===== src/adw_consts.svh =====
// Constants for the anemometer diagnostic word block.
`ifndef ADW_CONSTS_SVH
`define ADW_CONSTS_SVH

// ============================================================
// Diagnostic word bit positions
`define ADW_BIT_AMP_LOW     4'h0
`define ADW_BIT_AMP_HIGH    4'h1
`define ADW_BIT_TRACKING    4'h2
`define ADW_BIT_DELTA_C     4'h3
`define ADW_BIT_ACQUIRING   4'h4
`define ADW_BIT_LOW_VOLT    4'h5
`define ADW_BIT_TRIGGER     4'h6
`define ADW_BIT_HUMIDITY    4'h7
`define ADW_BIT_MEMORY      4'h8
`define ADW_DIAG_RESET      32'h0000_0000

// ============================================================
// Result word layout: three wind components, temperature, diagnostic word
`define ADW_IDX_UX          3'h0
`define ADW_IDX_UY          3'h1
`define ADW_IDX_UZ          3'h2
`define ADW_IDX_TS          3'h3
`define ADW_IDX_DIAG        3'h4
`define ADW_RESULT_WORDS    3'h5
`define ADW_NOT_A_NUMBER    32'h7FC0_0000

// ============================================================
// Thresholds
`define ADW_AMP_LO_LIMIT    12'h100
`define ADW_AMP_HI_LIMIT    12'hF00
`define ADW_DELTA_C_MMPS    16'h0938
`define ADW_HUMIDITY_PCT    8'h50
`define ADW_JITTER_DIV      40'h0000_0000_14

// ============================================================
// Timing
`define ADW_CLK_HZ          40000000
`define ADW_TRIG_TIMEOUT_MS 1000
`define ADW_TRIG_TIMEOUT_CYC ((`ADW_CLK_HZ / 1000) * `ADW_TRIG_TIMEOUT_MS)

`endif


===== src/adw_pkg.sv =====
// Types shared by the anemometer diagnostic word block.
package adw_pkg;

	// ============================================================
	// Front-end condition inputs sampled for each measurement.
	typedef struct packed {
		logic [11:0] amplitude;
		logic        trackPoor;
		logic [15:0] sosPathA;
		logic [15:0] sosPathB;
		logic [15:0] sosPathC;
		logic        lowVolt;
		logic [7:0]  humidity;
		logic        signatureBad;
	} adw_sense_t;

	// Science data of one measurement.
	typedef struct packed {
		logic [31:0] windX;
		logic [31:0] windY;
		logic [31:0] windZ;
		logic [31:0] sonicTemp;
	} adw_science_t;

	// ============================================================
	// Measurement sequencer states.
	typedef enum logic [1:0] {
		ADW_IDLE,
		ADW_MEASURE,
		ADW_STORE
	} adw_state_t;

endpackage : adw_pkg


===== src/adw_result_mem.sv =====
// Small result memory holding the five words of the latest measurement.
`timescale 1ns/1ps

module adw_result_mem (
	input  wire logic        core_clk,
	input  wire logic        rstn,
	input  wire logic        wrEn,
	input  wire logic [2:0]  wrAddr,
	input  wire logic [31:0] wrData,
	input  wire logic        rdEn,
	input  wire logic [2:0]  rdAddr,
	output logic      [31:0] rdData
);

	logic [31:0] words [0:7];

	// ============================================================
	// Storage; contents are reset so an early read returns zero, not garbage.
	always_ff @(posedge core_clk or negedge rstn) begin
		if (!rstn) begin
			for (int i = 0; i < 8; i++) begin
				words[i] <= 32'h0000_0000;
			end
		end else if (wrEn) begin
			words[wrAddr] <= wrData;
		end
	end

	// Registered read port; unused slots above the result read as zero.
	always_ff @(posedge core_clk or negedge rstn) begin
		if (!rstn) begin
			rdData <= 32'h0000_0000;
		end else if (rdEn) begin
			rdData <= words[rdAddr];
		end
	end

endmodule : adw_result_mem


===== src/adw_diag_word.sv =====
// Measurement sequencer and diagnostic status word builder of the anemometer.
`timescale 1ns/1ps
`include "adw_consts.svh"

// How it works
// - the diagnostic status is one 32-bit word, stored after wind and temperature.
// - every bit is an independent flag; several may be set together.
// - bit 0 set when signal amplitude is below the lower limit.
// - bit 1 set when signal amplitude is above the upper limit.
// - bit 2 set when tracking reports a poor signal lock.
// - bit 3 set when path speeds of sound differ by more than 2.360 m/s.
// - bit 4 set while the device is still acquiring the signal.
// - bit 5 set when the supply comparator reports below 9.0 V.
// - bit 6 set when no trigger arrived for one second or longer.
// - bit 6 also set when trigger intervals vary by more than five percent.
// - bit 7 set when enclosure humidity exceeds 80 percent.
// - bit 8 set when a memory signature check fails.
// - while acquiring, wind and temperature read not-a-number and the flag shows it.
// - on the packet bus, triggering is carried by the protocol itself.
module adw_diag_word
	import adw_pkg::*;
#(
	parameter int unsigned TRIG_TIMEOUT_CYC = `ADW_TRIG_TIMEOUT_CYC
) (
	input  wire logic         core_clk,
	input  wire logic         rstn,
	input  wire logic         groupTrigPin,
	input  wire logic         packetTrig,
	input  wire logic         acquireCmd,
	input  wire logic         signalLocked,
	input  wire adw_sense_t   sense,
	input  wire adw_science_t science,
	input  wire logic         measDone,
	input  wire logic         readEn,
	input  wire logic [2:0]   readAddr,
	output logic              measStart,
	output logic              resultReady,
	output logic              readValid,
	output logic      [31:0]  readData,
	output logic      [31:0]  diagnosticStatusWord,
	output logic              acquiring
);

	// ============================================================
	// Trigger pin synchroniser: three stages, a change counts once stages two and three agree.
	logic trigSync1;
	logic trigSync2;
	logic trigSync3;
	logic trigLevel;
	logic pinRise;
	logic trigger;

	always_ff @(posedge core_clk or negedge rstn) begin
		if (!rstn) begin
			trigSync1 <= 1'b0;
			trigSync2 <= 1'b0;
			trigSync3 <= 1'b0;
		end else begin
			trigSync1 <= groupTrigPin;
			trigSync2 <= trigSync1;
			trigSync3 <= trigSync2;
		end
	end

	// Accepted pin level; only agreeing stages move it, which rejects one-cycle glitches.
	always_ff @(posedge core_clk or negedge rstn) begin
		if (!rstn) begin
			trigLevel <= 1'b0;
		end else if (trigSync2 == trigSync3) begin
			trigLevel <= trigSync3;
		end
	end

	// A group trigger from the serial bus pin or a packet-bus trigger both start a measurement.
	assign pinRise = (trigSync2 == trigSync3) && trigSync3 && !trigLevel;
	assign trigger = pinRise || packetTrig;

	// ============================================================
	// Trigger timing supervision.
	logic [31:0] intervalCount;
	logic [31:0] lastInterval;
	logic        haveInterval;
	logic        firstSeen;
	logic        jitterFlag;
	logic        timeoutFlag;
	logic [39:0] intervalDiff;
	logic [39:0] diffScaled;

	// Counts cycles since the last trigger and saturates so a long gap never wraps.
	always_ff @(posedge core_clk or negedge rstn) begin
		if (!rstn) begin
			intervalCount <= 32'h0000_0000;
		end else if (trigger) begin
			intervalCount <= 32'h0000_0001;
		end else if (intervalCount != 32'hFFFF_FFFF) begin
			intervalCount <= intervalCount + 32'h0000_0001;
		end
	end

	// Set once the gap reaches the timeout and re-judged at every trigger.
	// A result is stored just after its trigger, so the long gap must survive that trigger to be reported.
	always_ff @(posedge core_clk or negedge rstn) begin
		if (!rstn) begin
			timeoutFlag <= 1'b0;
		end else if (trigger) begin
			timeoutFlag <= (intervalCount >= TRIG_TIMEOUT_CYC);
		end else if (intervalCount >= (TRIG_TIMEOUT_CYC - 32'd1)) begin
			timeoutFlag <= 1'b1;
		end
	end

	// Five percent check: |now - previous| * 20 > previous, done without a divider.
	always_comb begin
		if (intervalCount >= lastInterval) begin
			intervalDiff = {8'h00, intervalCount - lastInterval};
		end else begin
			intervalDiff = {8'h00, lastInterval - intervalCount};
		end
		diffScaled = 40'(intervalDiff * `ADW_JITTER_DIV);
	end

	// Interval history; the gap from reset to the first trigger is no trigger interval, so it is not compared.
	always_ff @(posedge core_clk or negedge rstn) begin
		if (!rstn) begin
			lastInterval <= 32'h0000_0000;
			haveInterval <= 1'b0;
			jitterFlag   <= 1'b0;
			firstSeen    <= 1'b0;
		end else if (trigger) begin
			lastInterval <= intervalCount;
			firstSeen    <= 1'b1;
			haveInterval <= firstSeen;
			jitterFlag   <= haveInterval && (diffScaled > {8'h00, lastInterval});
		end
	end

	// ============================================================
	// Acquisition state: set by the acquire command, cleared once the front end locks.
	always_ff @(posedge core_clk or negedge rstn) begin
		if (!rstn) begin
			acquiring <= 1'b1;
		end else if (acquireCmd) begin
			acquiring <= 1'b1;
		end else if (signalLocked) begin
			acquiring <= 1'b0;
		end
	end

	// ============================================================
	// Flag evaluation from the present conditions.
	logic [15:0] sosMax;
	logic [15:0] sosMin;
	logic [31:0] next_diag;

	always_comb begin
		sosMax = sense.sosPathA;
		sosMin = sense.sosPathA;
		if (sense.sosPathB > sosMax) sosMax = sense.sosPathB;
		if (sense.sosPathC > sosMax) sosMax = sense.sosPathC;
		if (sense.sosPathB < sosMin) sosMin = sense.sosPathB;
		if (sense.sosPathC < sosMin) sosMin = sense.sosPathC;
		// Independent flags; unused upper bits stay zero.
		next_diag = `ADW_DIAG_RESET;
		next_diag[`ADW_BIT_AMP_LOW]   = sense.amplitude < `ADW_AMP_LO_LIMIT;
		next_diag[`ADW_BIT_AMP_HIGH]  = sense.amplitude > `ADW_AMP_HI_LIMIT;
		next_diag[`ADW_BIT_TRACKING]  = sense.trackPoor;
		next_diag[`ADW_BIT_DELTA_C]   = 16'(sosMax - sosMin) > `ADW_DELTA_C_MMPS;
		next_diag[`ADW_BIT_ACQUIRING] = acquiring;
		next_diag[`ADW_BIT_LOW_VOLT]  = sense.lowVolt;
		next_diag[`ADW_BIT_TRIGGER]   = timeoutFlag || jitterFlag;
		next_diag[`ADW_BIT_HUMIDITY]  = sense.humidity > `ADW_HUMIDITY_PCT;
		next_diag[`ADW_BIT_MEMORY]    = sense.signatureBad;
	end

	// ============================================================
	// Measurement sequencer: trigger, wait for the front end, store five words.
	adw_state_t  state;
	logic [2:0]  storeIdx;
	logic        wrEn;
	logic [31:0] wrData;

	always_ff @(posedge core_clk or negedge rstn) begin
		if (!rstn) begin
			state    <= ADW_IDLE;
			storeIdx <= 3'h0;
		end else begin
			case (state)
				ADW_IDLE: begin
					if (trigger) begin
						state <= ADW_MEASURE;
					end
				end
				ADW_MEASURE: begin
					if (measDone) begin
						state    <= ADW_STORE;
						storeIdx <= `ADW_IDX_UX;
					end
				end
				ADW_STORE: begin
					if (storeIdx == `ADW_IDX_DIAG) begin
						state <= ADW_IDLE;
					end
					storeIdx <= storeIdx + 3'h1;
				end
				default: begin
					state <= ADW_IDLE;
				end
			endcase
		end
	end

	// Start strobe to the front end; a trigger during a measurement is dropped.
	always_ff @(posedge core_clk or negedge rstn) begin
		if (!rstn) begin
			measStart <= 1'b0;
		end else begin
			measStart <= (state == ADW_IDLE) && trigger;
		end
	end

	// Word to store; science words become not-a-number while acquiring.
	always_comb begin
		wrEn = (state == ADW_STORE);
		case (storeIdx)
			`ADW_IDX_UX:   wrData = acquiring ? `ADW_NOT_A_NUMBER : science.windX;
			`ADW_IDX_UY:   wrData = acquiring ? `ADW_NOT_A_NUMBER : science.windY;
			`ADW_IDX_UZ:   wrData = acquiring ? `ADW_NOT_A_NUMBER : science.windZ;
			`ADW_IDX_TS:   wrData = acquiring ? `ADW_NOT_A_NUMBER : science.sonicTemp;
			`ADW_IDX_DIAG: wrData = next_diag;
			default:       wrData = 32'h0000_0000;
		endcase
	end

	// Latest status word, rebuilt at every measurement so cleared causes drop out.
	always_ff @(posedge core_clk or negedge rstn) begin
		if (!rstn) begin
			diagnosticStatusWord <= `ADW_DIAG_RESET;
		end else if (wrEn && storeIdx == `ADW_IDX_DIAG) begin
			diagnosticStatusWord <= next_diag;
		end
	end

	// Result ready pulse after the last word is written.
	always_ff @(posedge core_clk or negedge rstn) begin
		if (!rstn) begin
			resultReady <= 1'b0;
		end else begin
			resultReady <= wrEn && (storeIdx == `ADW_IDX_DIAG);
		end
	end

	// ============================================================
	// Result store and readout.
	always_ff @(posedge core_clk or negedge rstn) begin
		if (!rstn) begin
			readValid <= 1'b0;
		end else begin
			readValid <= readEn;
		end
	end

	adw_result_mem resultMem (
		.core_clk (core_clk),
		.rstn     (rstn),
		.wrEn     (wrEn),
		.wrAddr   (storeIdx),
		.wrData   (wrData),
		.rdEn     (readEn),
		.rdAddr   (readAddr),
		.rdData   (readData)
	);

endmodule : adw_diag_word


===== config.mk =====
export PLATFORM = sky130hd
export DESIGN_NAME = adw_diag_word
export DESIGN_NICKNAME = d
export VERILOG_FILES = /design/src/adw_pkg.sv /design/src/adw_result_mem.sv /design/src/adw_diag_word.sv
export VERILOG_INCLUDE_DIRS = /design/src /design/src/src
export SDC_FILE = /design/constraint.sdc
export NUM_CORES = 1
export LEC_CHECK = 0
export BUFFER_PORTS_ARGS = -buffer_cell sky130_fd_sc_hd__buf_2
export CORE_UTILIZATION = 40
export CTS_CLUSTER_SIZE = 20
export DETAILED_ROUTE_END_ITERATION = 7
export GPL_TIMING_DRIVEN = 0
export PLACE_DENSITY = 0.62
export SYNTH_ARGS = -nofsm -noshare
export SYNTH_HDL_FRONTEND = slang
export SYNTH_SLANG_ARGS = --single-unit
export TNS_END_PERCENT = 20

===== constraint.sdc =====
create_clock -name core_clk -period 9.7 [get_ports core_clk]
set_input_delay 1.455 -clock core_clk [delete_from_list [all_inputs] [get_ports core_clk]]
set_output_delay 1.455 -clock core_clk [all_outputs]
set_load 0.01 [all_outputs]

; ---- Yosys cells after proc, flatten, opt, wreduce, memory -nomap -nowiden
; Index checks and enable logic that the tools add are counted.
[totals]
inputBits = 210
ff_bits = 378
output_inout_bits = 68
wordCells = 105
[classes]
bitwise_logic = 2
n_lt_le_gt_ge = 15
reduce_logical = 17
n_eq_ne = 11
mux = 28
addsub = 5
n_mul = 1
[op_table]
columns = operator, count
row1 = 32-bit two-way mux, 10
row2 = 256-bit bitwise mux, 1
row3 = 32-bit case mux with 5 select lines, 1
row4 = 32-bit binary-select mux with 3-bit select, 1
row5 = 32-bit demux with 3-bit select, 1
row6 = 32-bit by 26-bit greater-or-equal comparator with 1-bit output (second input constant), 2
row7 = 16-bit two-way mux, 4
row8 = 32-bit subtractor, 2
row9 = 40-bit by 32-bit greater-than comparator with 1-bit output, 1
row10 = 40-bit by 3-bit multiplier with 38-bit output (second input constant), 1
row11 = 32-bit by 1-bit adder with 32-bit output (second input constant), 1
row12 = 32-bit greater-or-equal comparator, 1
row13 = 16-bit greater-than comparator, 2
row14 = 16-bit < comparator, 2
row15 = 32-bit != test (second input constant), 1
row16 = 16-bit by 12-bit greater-than comparator with 1-bit output (second input constant), 1
row17 = 16-bit subtractor, 1
row18 = 12-bit greater-than comparator (second input constant), 1
row19 = 12-bit by 9-bit < comparator with 1-bit output (second input constant), 1
row20 = 4-bit greater-or-equal comparator (second input constant), 2
row21 = 8-bit by 7-bit greater-than comparator with 1-bit output (second input constant), 1
row22 = 3-bit inverter with 4-bit output, 2
row23 = 2-bit nonzero test, 4
row24 = 3-bit by 2-bit equality test with 1-bit output (second input constant), 2
row25 = 21 further kinds, 33

; ---- Depth between registers and ports, before layout
[logic_depth]
word_depth = 8
mapped_depth = 39
depth_no_buf = 36

; ---- Cells and area by module
; Synthesis repeated with hierarchy kept, for this count alone.
[hier_totals]
hier_cells = 2639
area_unflattened_um2 = 26255.2
[by_module_without_submodules]
columns = mod, cells_per_inst, seq_area_each_um2, n_inst, area_each_um2
row1 = adw_diag_word, 1724, 2253.4, 1, 13256.5
row2 = adw_result_mem, 915, 7206.9, 1, 12998.7

; ---- Worst setup path after synthesis
; No wires, ideal clock.
[synth_timing]
path_kind = input to register
from = in sense[43] (netlist name)
to = reg resultMem.words[35] (netlist name)
slack_ps = 2077
setup_ps = 125
path_stages = 32
t_required_ps = 9575
path_buffers = 4
t_arrival_ps = 7498
path_cell_list = inv_1 -> ha_1 -> nor2b_4 -> o21bai_2 -> a211oi_4 -> nor3_1 -> clkbuf_1 -> clkbuf_1 -> a21oi_1 -> ha_1 -> and4_1 -> nand4_1 -> or2_2 -> a31oi_1 -> or3b_1 -> buf_6 -> clkbuf_1 -> mux2i_1 -> ha_1 -> inv_1 -> fa_1 -> a211o_1 -> o211ai_1 -> a21boi_0 -> xor2_1 -> nor3_1 -> nor3_1 -> a21oi_1 -> a2111oi_0 -> nor3_1 -> a31oi_2 -> mux2_2
[synth_via]
elab_chain_cells = 8
elab_cells_between_ends = 12
classes_between = add/sub: 1 / order compare: 5 / mux: 6
[synth_rtl]
columns = element, line_no
row1 = "start, declared", adw_diag_word.sv:31  ; input wire adw_sense_t sense,
row2 = 16-bit greater-than comparator or 16-bit < comparator (tied branches), "adw_diag_word.sv:158, adw_diag_word.sv:160"
row3 = "16-bit two-way mux, on equally long branches", "adw_diag_word.sv:158, adw_diag_word.sv:160"
row4 = 16-bit greater-than comparator or 16-bit < comparator (tied branches), "adw_diag_word.sv:159, adw_diag_word.sv:161"
row5 = "16-bit two-way mux, on equally long branches", "adw_diag_word.sv:159, adw_diag_word.sv:161"
row6 = 16-bit subtractor (*), adw_diag_word.sv:167  ; next_diag[`ADW_BIT_DELTA_C] = 16'(sosMax - sosMin) > `ADW_DELTA_C_MMPS;
row7 = 16-bit by 12-bit greater-than comparator with 1-bit output (no line) (*), -
row8 = 32-bit case mux with 5 select lines (*), adw_diag_word.sv:224  ; case (storeIdx)
row9 = 256-bit bitwise mux (*), adw_result_mem.sv:25  ; words[wrAddr] <= wrData;
row10 = "end signal, assigned by index", adw_result_mem.sv:25
row11 = "end, declared", adw_result_mem.sv:15  ; logic [31:0] words [0:7];
; Every way passes the cells marked *; elsewhere a longest branch is shown, timed or not.
; A chain may end at the register's enable or synchronous reset.

; ---- Final worst setup path
[layout_timing]
from = reg intervalCount[23]
to = reg jitterFlag
[layout_via]
elab_chain_cells = 5
elab_cells_between_ends = 7
classes_between = add/sub: 2 / mul: 1 / order compare: 2 / mux: 1 / reduce/logical: 1
[layout_rtl]
columns = element, line_no
row1 = "start, declared", adw_diag_word.sv:80  ; logic [31:0] intervalCount;
row2 = "start signal, assigned", adw_diag_word.sv:96  ; intervalCount <= intervalCount + 32'h0000_0001;
row3 = "32-bit subtractor, or another cell as far along", adw_diag_word.sv:117  ; intervalDiff = {8'h00, lastInterval - intervalCount};
row4 = 32-bit two-way mux (*), adw_diag_word.sv:114  ; if (intervalCount >= lastInterval) begin
row5 = 40-bit by 3-bit multiplier with 38-bit output (no line) (*), -
row6 = 40-bit by 32-bit greater-than comparator with 1-bit output (*), adw_diag_word.sv:133  ; jitterFlag <= haveInterval && (diffScaled > {8'h00, lastInterval});
row7 = 1-bit logical AND (*), adw_diag_word.sv:133
row8 = "end signal, assigned", adw_diag_word.sv:133
row9 = "end, declared", adw_diag_word.sv:84  ; logic jitterFlag;
; Marked as above.

==> results.py <==
metrics = {
    "detailed_routing": {
        "firstDrtPassIters": 5,
        "drcViolationCount": 0,
        "viasPerCell": 5.594,
        "ant_nets": 0,
        "vias": 21380,
        "drtIter0Drc": 1305,
        "wl_per_cell_um": 20.61,
        "wl_um": 78740,
    },
    "worst_setup_path": {
        "start_kind": "register",
        "critPathKind": "register to register",
        "arrival_ns": 9.57,
        "cp_common_cell": "a21oi_1",
        "slowest_delay_ns": 0.66,
        "required_ns": 10.21,
        "slowest_stage": "o21ai_0",
        "crit_path_max_fanout": 10,
        "critPathCaptureType": "register",
    },
    "timing": {
        "finalHoldViolCount": 0,
        "setup_slack_ns": 0.6471,
        "clock_skew_ns": 0.02460,
        "setup_viol": 0,
        "fmax_mhz": 110.5,
        "tightest_slew_ns": 1.272,
        "maxSlewHeadroom_pct": 14.42,
        "drv_slew": 0,
        "holdWs_ns": 0.3464,
        "rsz0062_at_grt": "no",
        "period_minus_slack_ns": 9.053,
        "fin_crit_sh_pct": 93.33,
    },
    "die": {
        "ioPinCount": 278,
        "fp-row-count": 91,
        "core-area_um2": 62050,
        "fp.dieH_um": 253.2,
        "die_area_um2": 64110,
        "die_x_um": 253.2,
        "start_util_pct": 40.68,
    },
    "final_layout": {
        "fillers": 5909,
        "layout_commonest_cell": "dfrtp_1",
        "finish.instance_area_um2": 29260,
        "seq_area_um2": 9460,
        "multi_input_area_um2": 14680,
        "post-route-util_pct": 47.15,
        "drive_gt1_share_pct": 19.61,
        "final_cell_mix": "dfrtp_1 (377), a21oi_1 (292), buf_2 (252)",
        "nets": 3385,
        "syn_to_final_growth_pct": 15.92,
        "fin_cells": 3821,
    },
    "yosys": {
        "synth_edf_count": 0,
        "syn_inst": 2628,
        "syn_area_um2": 25240,
        "ys.flop_type": "dfrtp_1",
        "ys_warn_count": 0,
        "synthArstFlopShare_pct": 100.0,
        "yosysUniqueCellTypes": 71,
        "seq_area_frac_synth_pct": 37.48,
        "postSynthAreaPerCell_um2": 9.605,
        "ys_seq_elements": 378,
    },
    "clock_network": {
        "clk_latency_ns": 0.59,
        "tritoncts": "yes",
        "clock-sinks": 378,
        "cts_buffers": 43,
        "post-cts-setup-buffers": 0,
        "clock_path_buffers": 3,
        "cts-root-buf": "clkbuf_16",
        "htree_num_levels": 2,
        "clk_pin_slew_ns": 0.07,
    },
    "placement": {
        "port_buffers": 251,
        "gp_congestion": 0.9223,
        "place_worst_setup_slack_ns": -0.002196,
        "place_area_um2": 27720,
        "place_hpwl_um": 60850,
        "dpl.cell_count": 3741,
    },
    "pwr": {
        "vdd_ir_drop_max_v": 0.0001877,
        "power_density_nw_per_um2": 314.7,
        "p_leak_nw": 13.57,
    },
    "flow_run": {
        "maxCapViolCount": 0,
    },
    "grt": {
        "antenna_found_initial": 2,
        "grt_usage_pct": 24.56,
        "grt_max_degree": 127,
        "overflow": 0,
        "grt_pass1_vias": 21990,
        "grt_pass1_wl_um": 122500,
    },
    "outcome": {
        "status": "finished, final reports clean",
    },
    "worst_hold_path": {
        "hp-class": "register to register",
    },
}
## routing by layer
| layer | wire length (µm) | global-route usage, % | vias to the layer above | share of wire, % |
|---|---|---|---|---|
| li1 | - | - | 10050 | - |
| met1 | 33420 | 30.78 | 10560 | 42 |
| met2 | 38500 | 42.71 | 624 | 49 |
| met3 | 4134 | 3.351 | 147 | 5.3 |
| met4 | 2683 | 9.420 | 0 | 3.4 |
| met5 | 0 | 0 | - | 0 |
## synth_stat cells, drive strengths merged, types with 64 or more instances
| library cell | n | share of area [%] |
|---|---|---|
| a21oi | 292 | 5.8 |
| clkbuf | 113 | 1.7 |
| dfrtp | 377 | 37 |
| ha | 223 | 11 |
| inv | 137 | 2.0 |
| mux2 | 149 | 6.7 |
| mux2i | 64 | 2.5 |
| mux4 | 64 | 5.7 |
| nand2 | 192 | 2.9 |
| nor2 | 234 | 3.5 |
| o21ai | 187 | 3.7 |
| xnor2 | 68 | 2.4 |
## power by group
group | leakage (nW) | switching, W | internal [W] | total [W]
Sequential | 4.74 | 0.000266 | 0.00206 | 0.00233
Clock | 0.734 | 0.000690 | 0.00103 | 0.00172
Combinational | 8.10 | 0.00298 | 0.00217 | 0.00515
## sequential cells by signal, indices dropped and copies added (netlist names), 2 cells and up
| register | cells |
|---|---|
| resultMem.rdData | 32 |
| storeIdx | 3 |
| resultMem.words | 256 |
| state | 2 |
| intervalCount | 32 |
| diagnosticStatusWord | 9 |
| lastInterval | 32 |
## path summary, 6_finish.rpt
kind / start / endpoint / slack (ns) / depth (start not counted)
max reg2reg: intervalCount[23] / jitterFlag / 0.65 / 32
min in group asynchronous: rstn / resultMem.words[248] / 0.94 / 1
max: intervalCount[23] / jitterFlag / 0.65 / 32
min: trigSync1 / trigSync2 / 0.35 / 0
min reg2reg: trigSync1 / trigSync2 / 0.35 / 0
max in group asynchronous: rstn / intervalCount[9] / 7.49 / 3
## cells by family after synthesis
kind of cell | synth area share [%]
buf+inv | 4.808
compound gates | 16.95
flops | 37.48
other cells | 0.01486
mux | 14.91
simple gates | 11.31
xor+xnor | 3.158
fa+ha+maj | 11.37
## timing repair
action                                  in CTS  in global routing
hold endpoints to repair                     0                  0
hold buffers                                 0                  0
resized for setup                            1                  5
endpoints found under the setup margin       1                  1
## area by class of cell
type,count,share of cell area (%)
Inverter,137,1.757
Clock inverter,16,0.7782
Tap cell,837,3.579
Timing Repair Buffer,254,4.610
Sequential cell,378,32.33
Antenna cell,1,0.008552
Multi-Input combinational cell,1975,50.15
Buffer,159,2.390
Clock buffer,64,4.392
## critical path: cells and delay by family, from the launching register on
family                   cells  cell delay, ns
adder cells (fa/ha/maj)      4            1.23
buffers and inverters        4            1.00
XOR/XNOR                     2            0.43
AO/OA/AOI/OAI               15            4.09
flip-flops                   1            0.55
AND/OR/NAND/NOR              7            1.68
## metrics by stage
step           setup TNS (ns)  total power, W
6_report                    0        0.009207
5_1_grt                     0        0.009949
4_1_cts                     0        0.009225
3_5_place_dp        -0.002196        0.007427
3_3_place_gp        -0.005433        0.007238
2_1_floorplan               0        0.005910
Note: power is estimated with default switching activity, not from simulation.
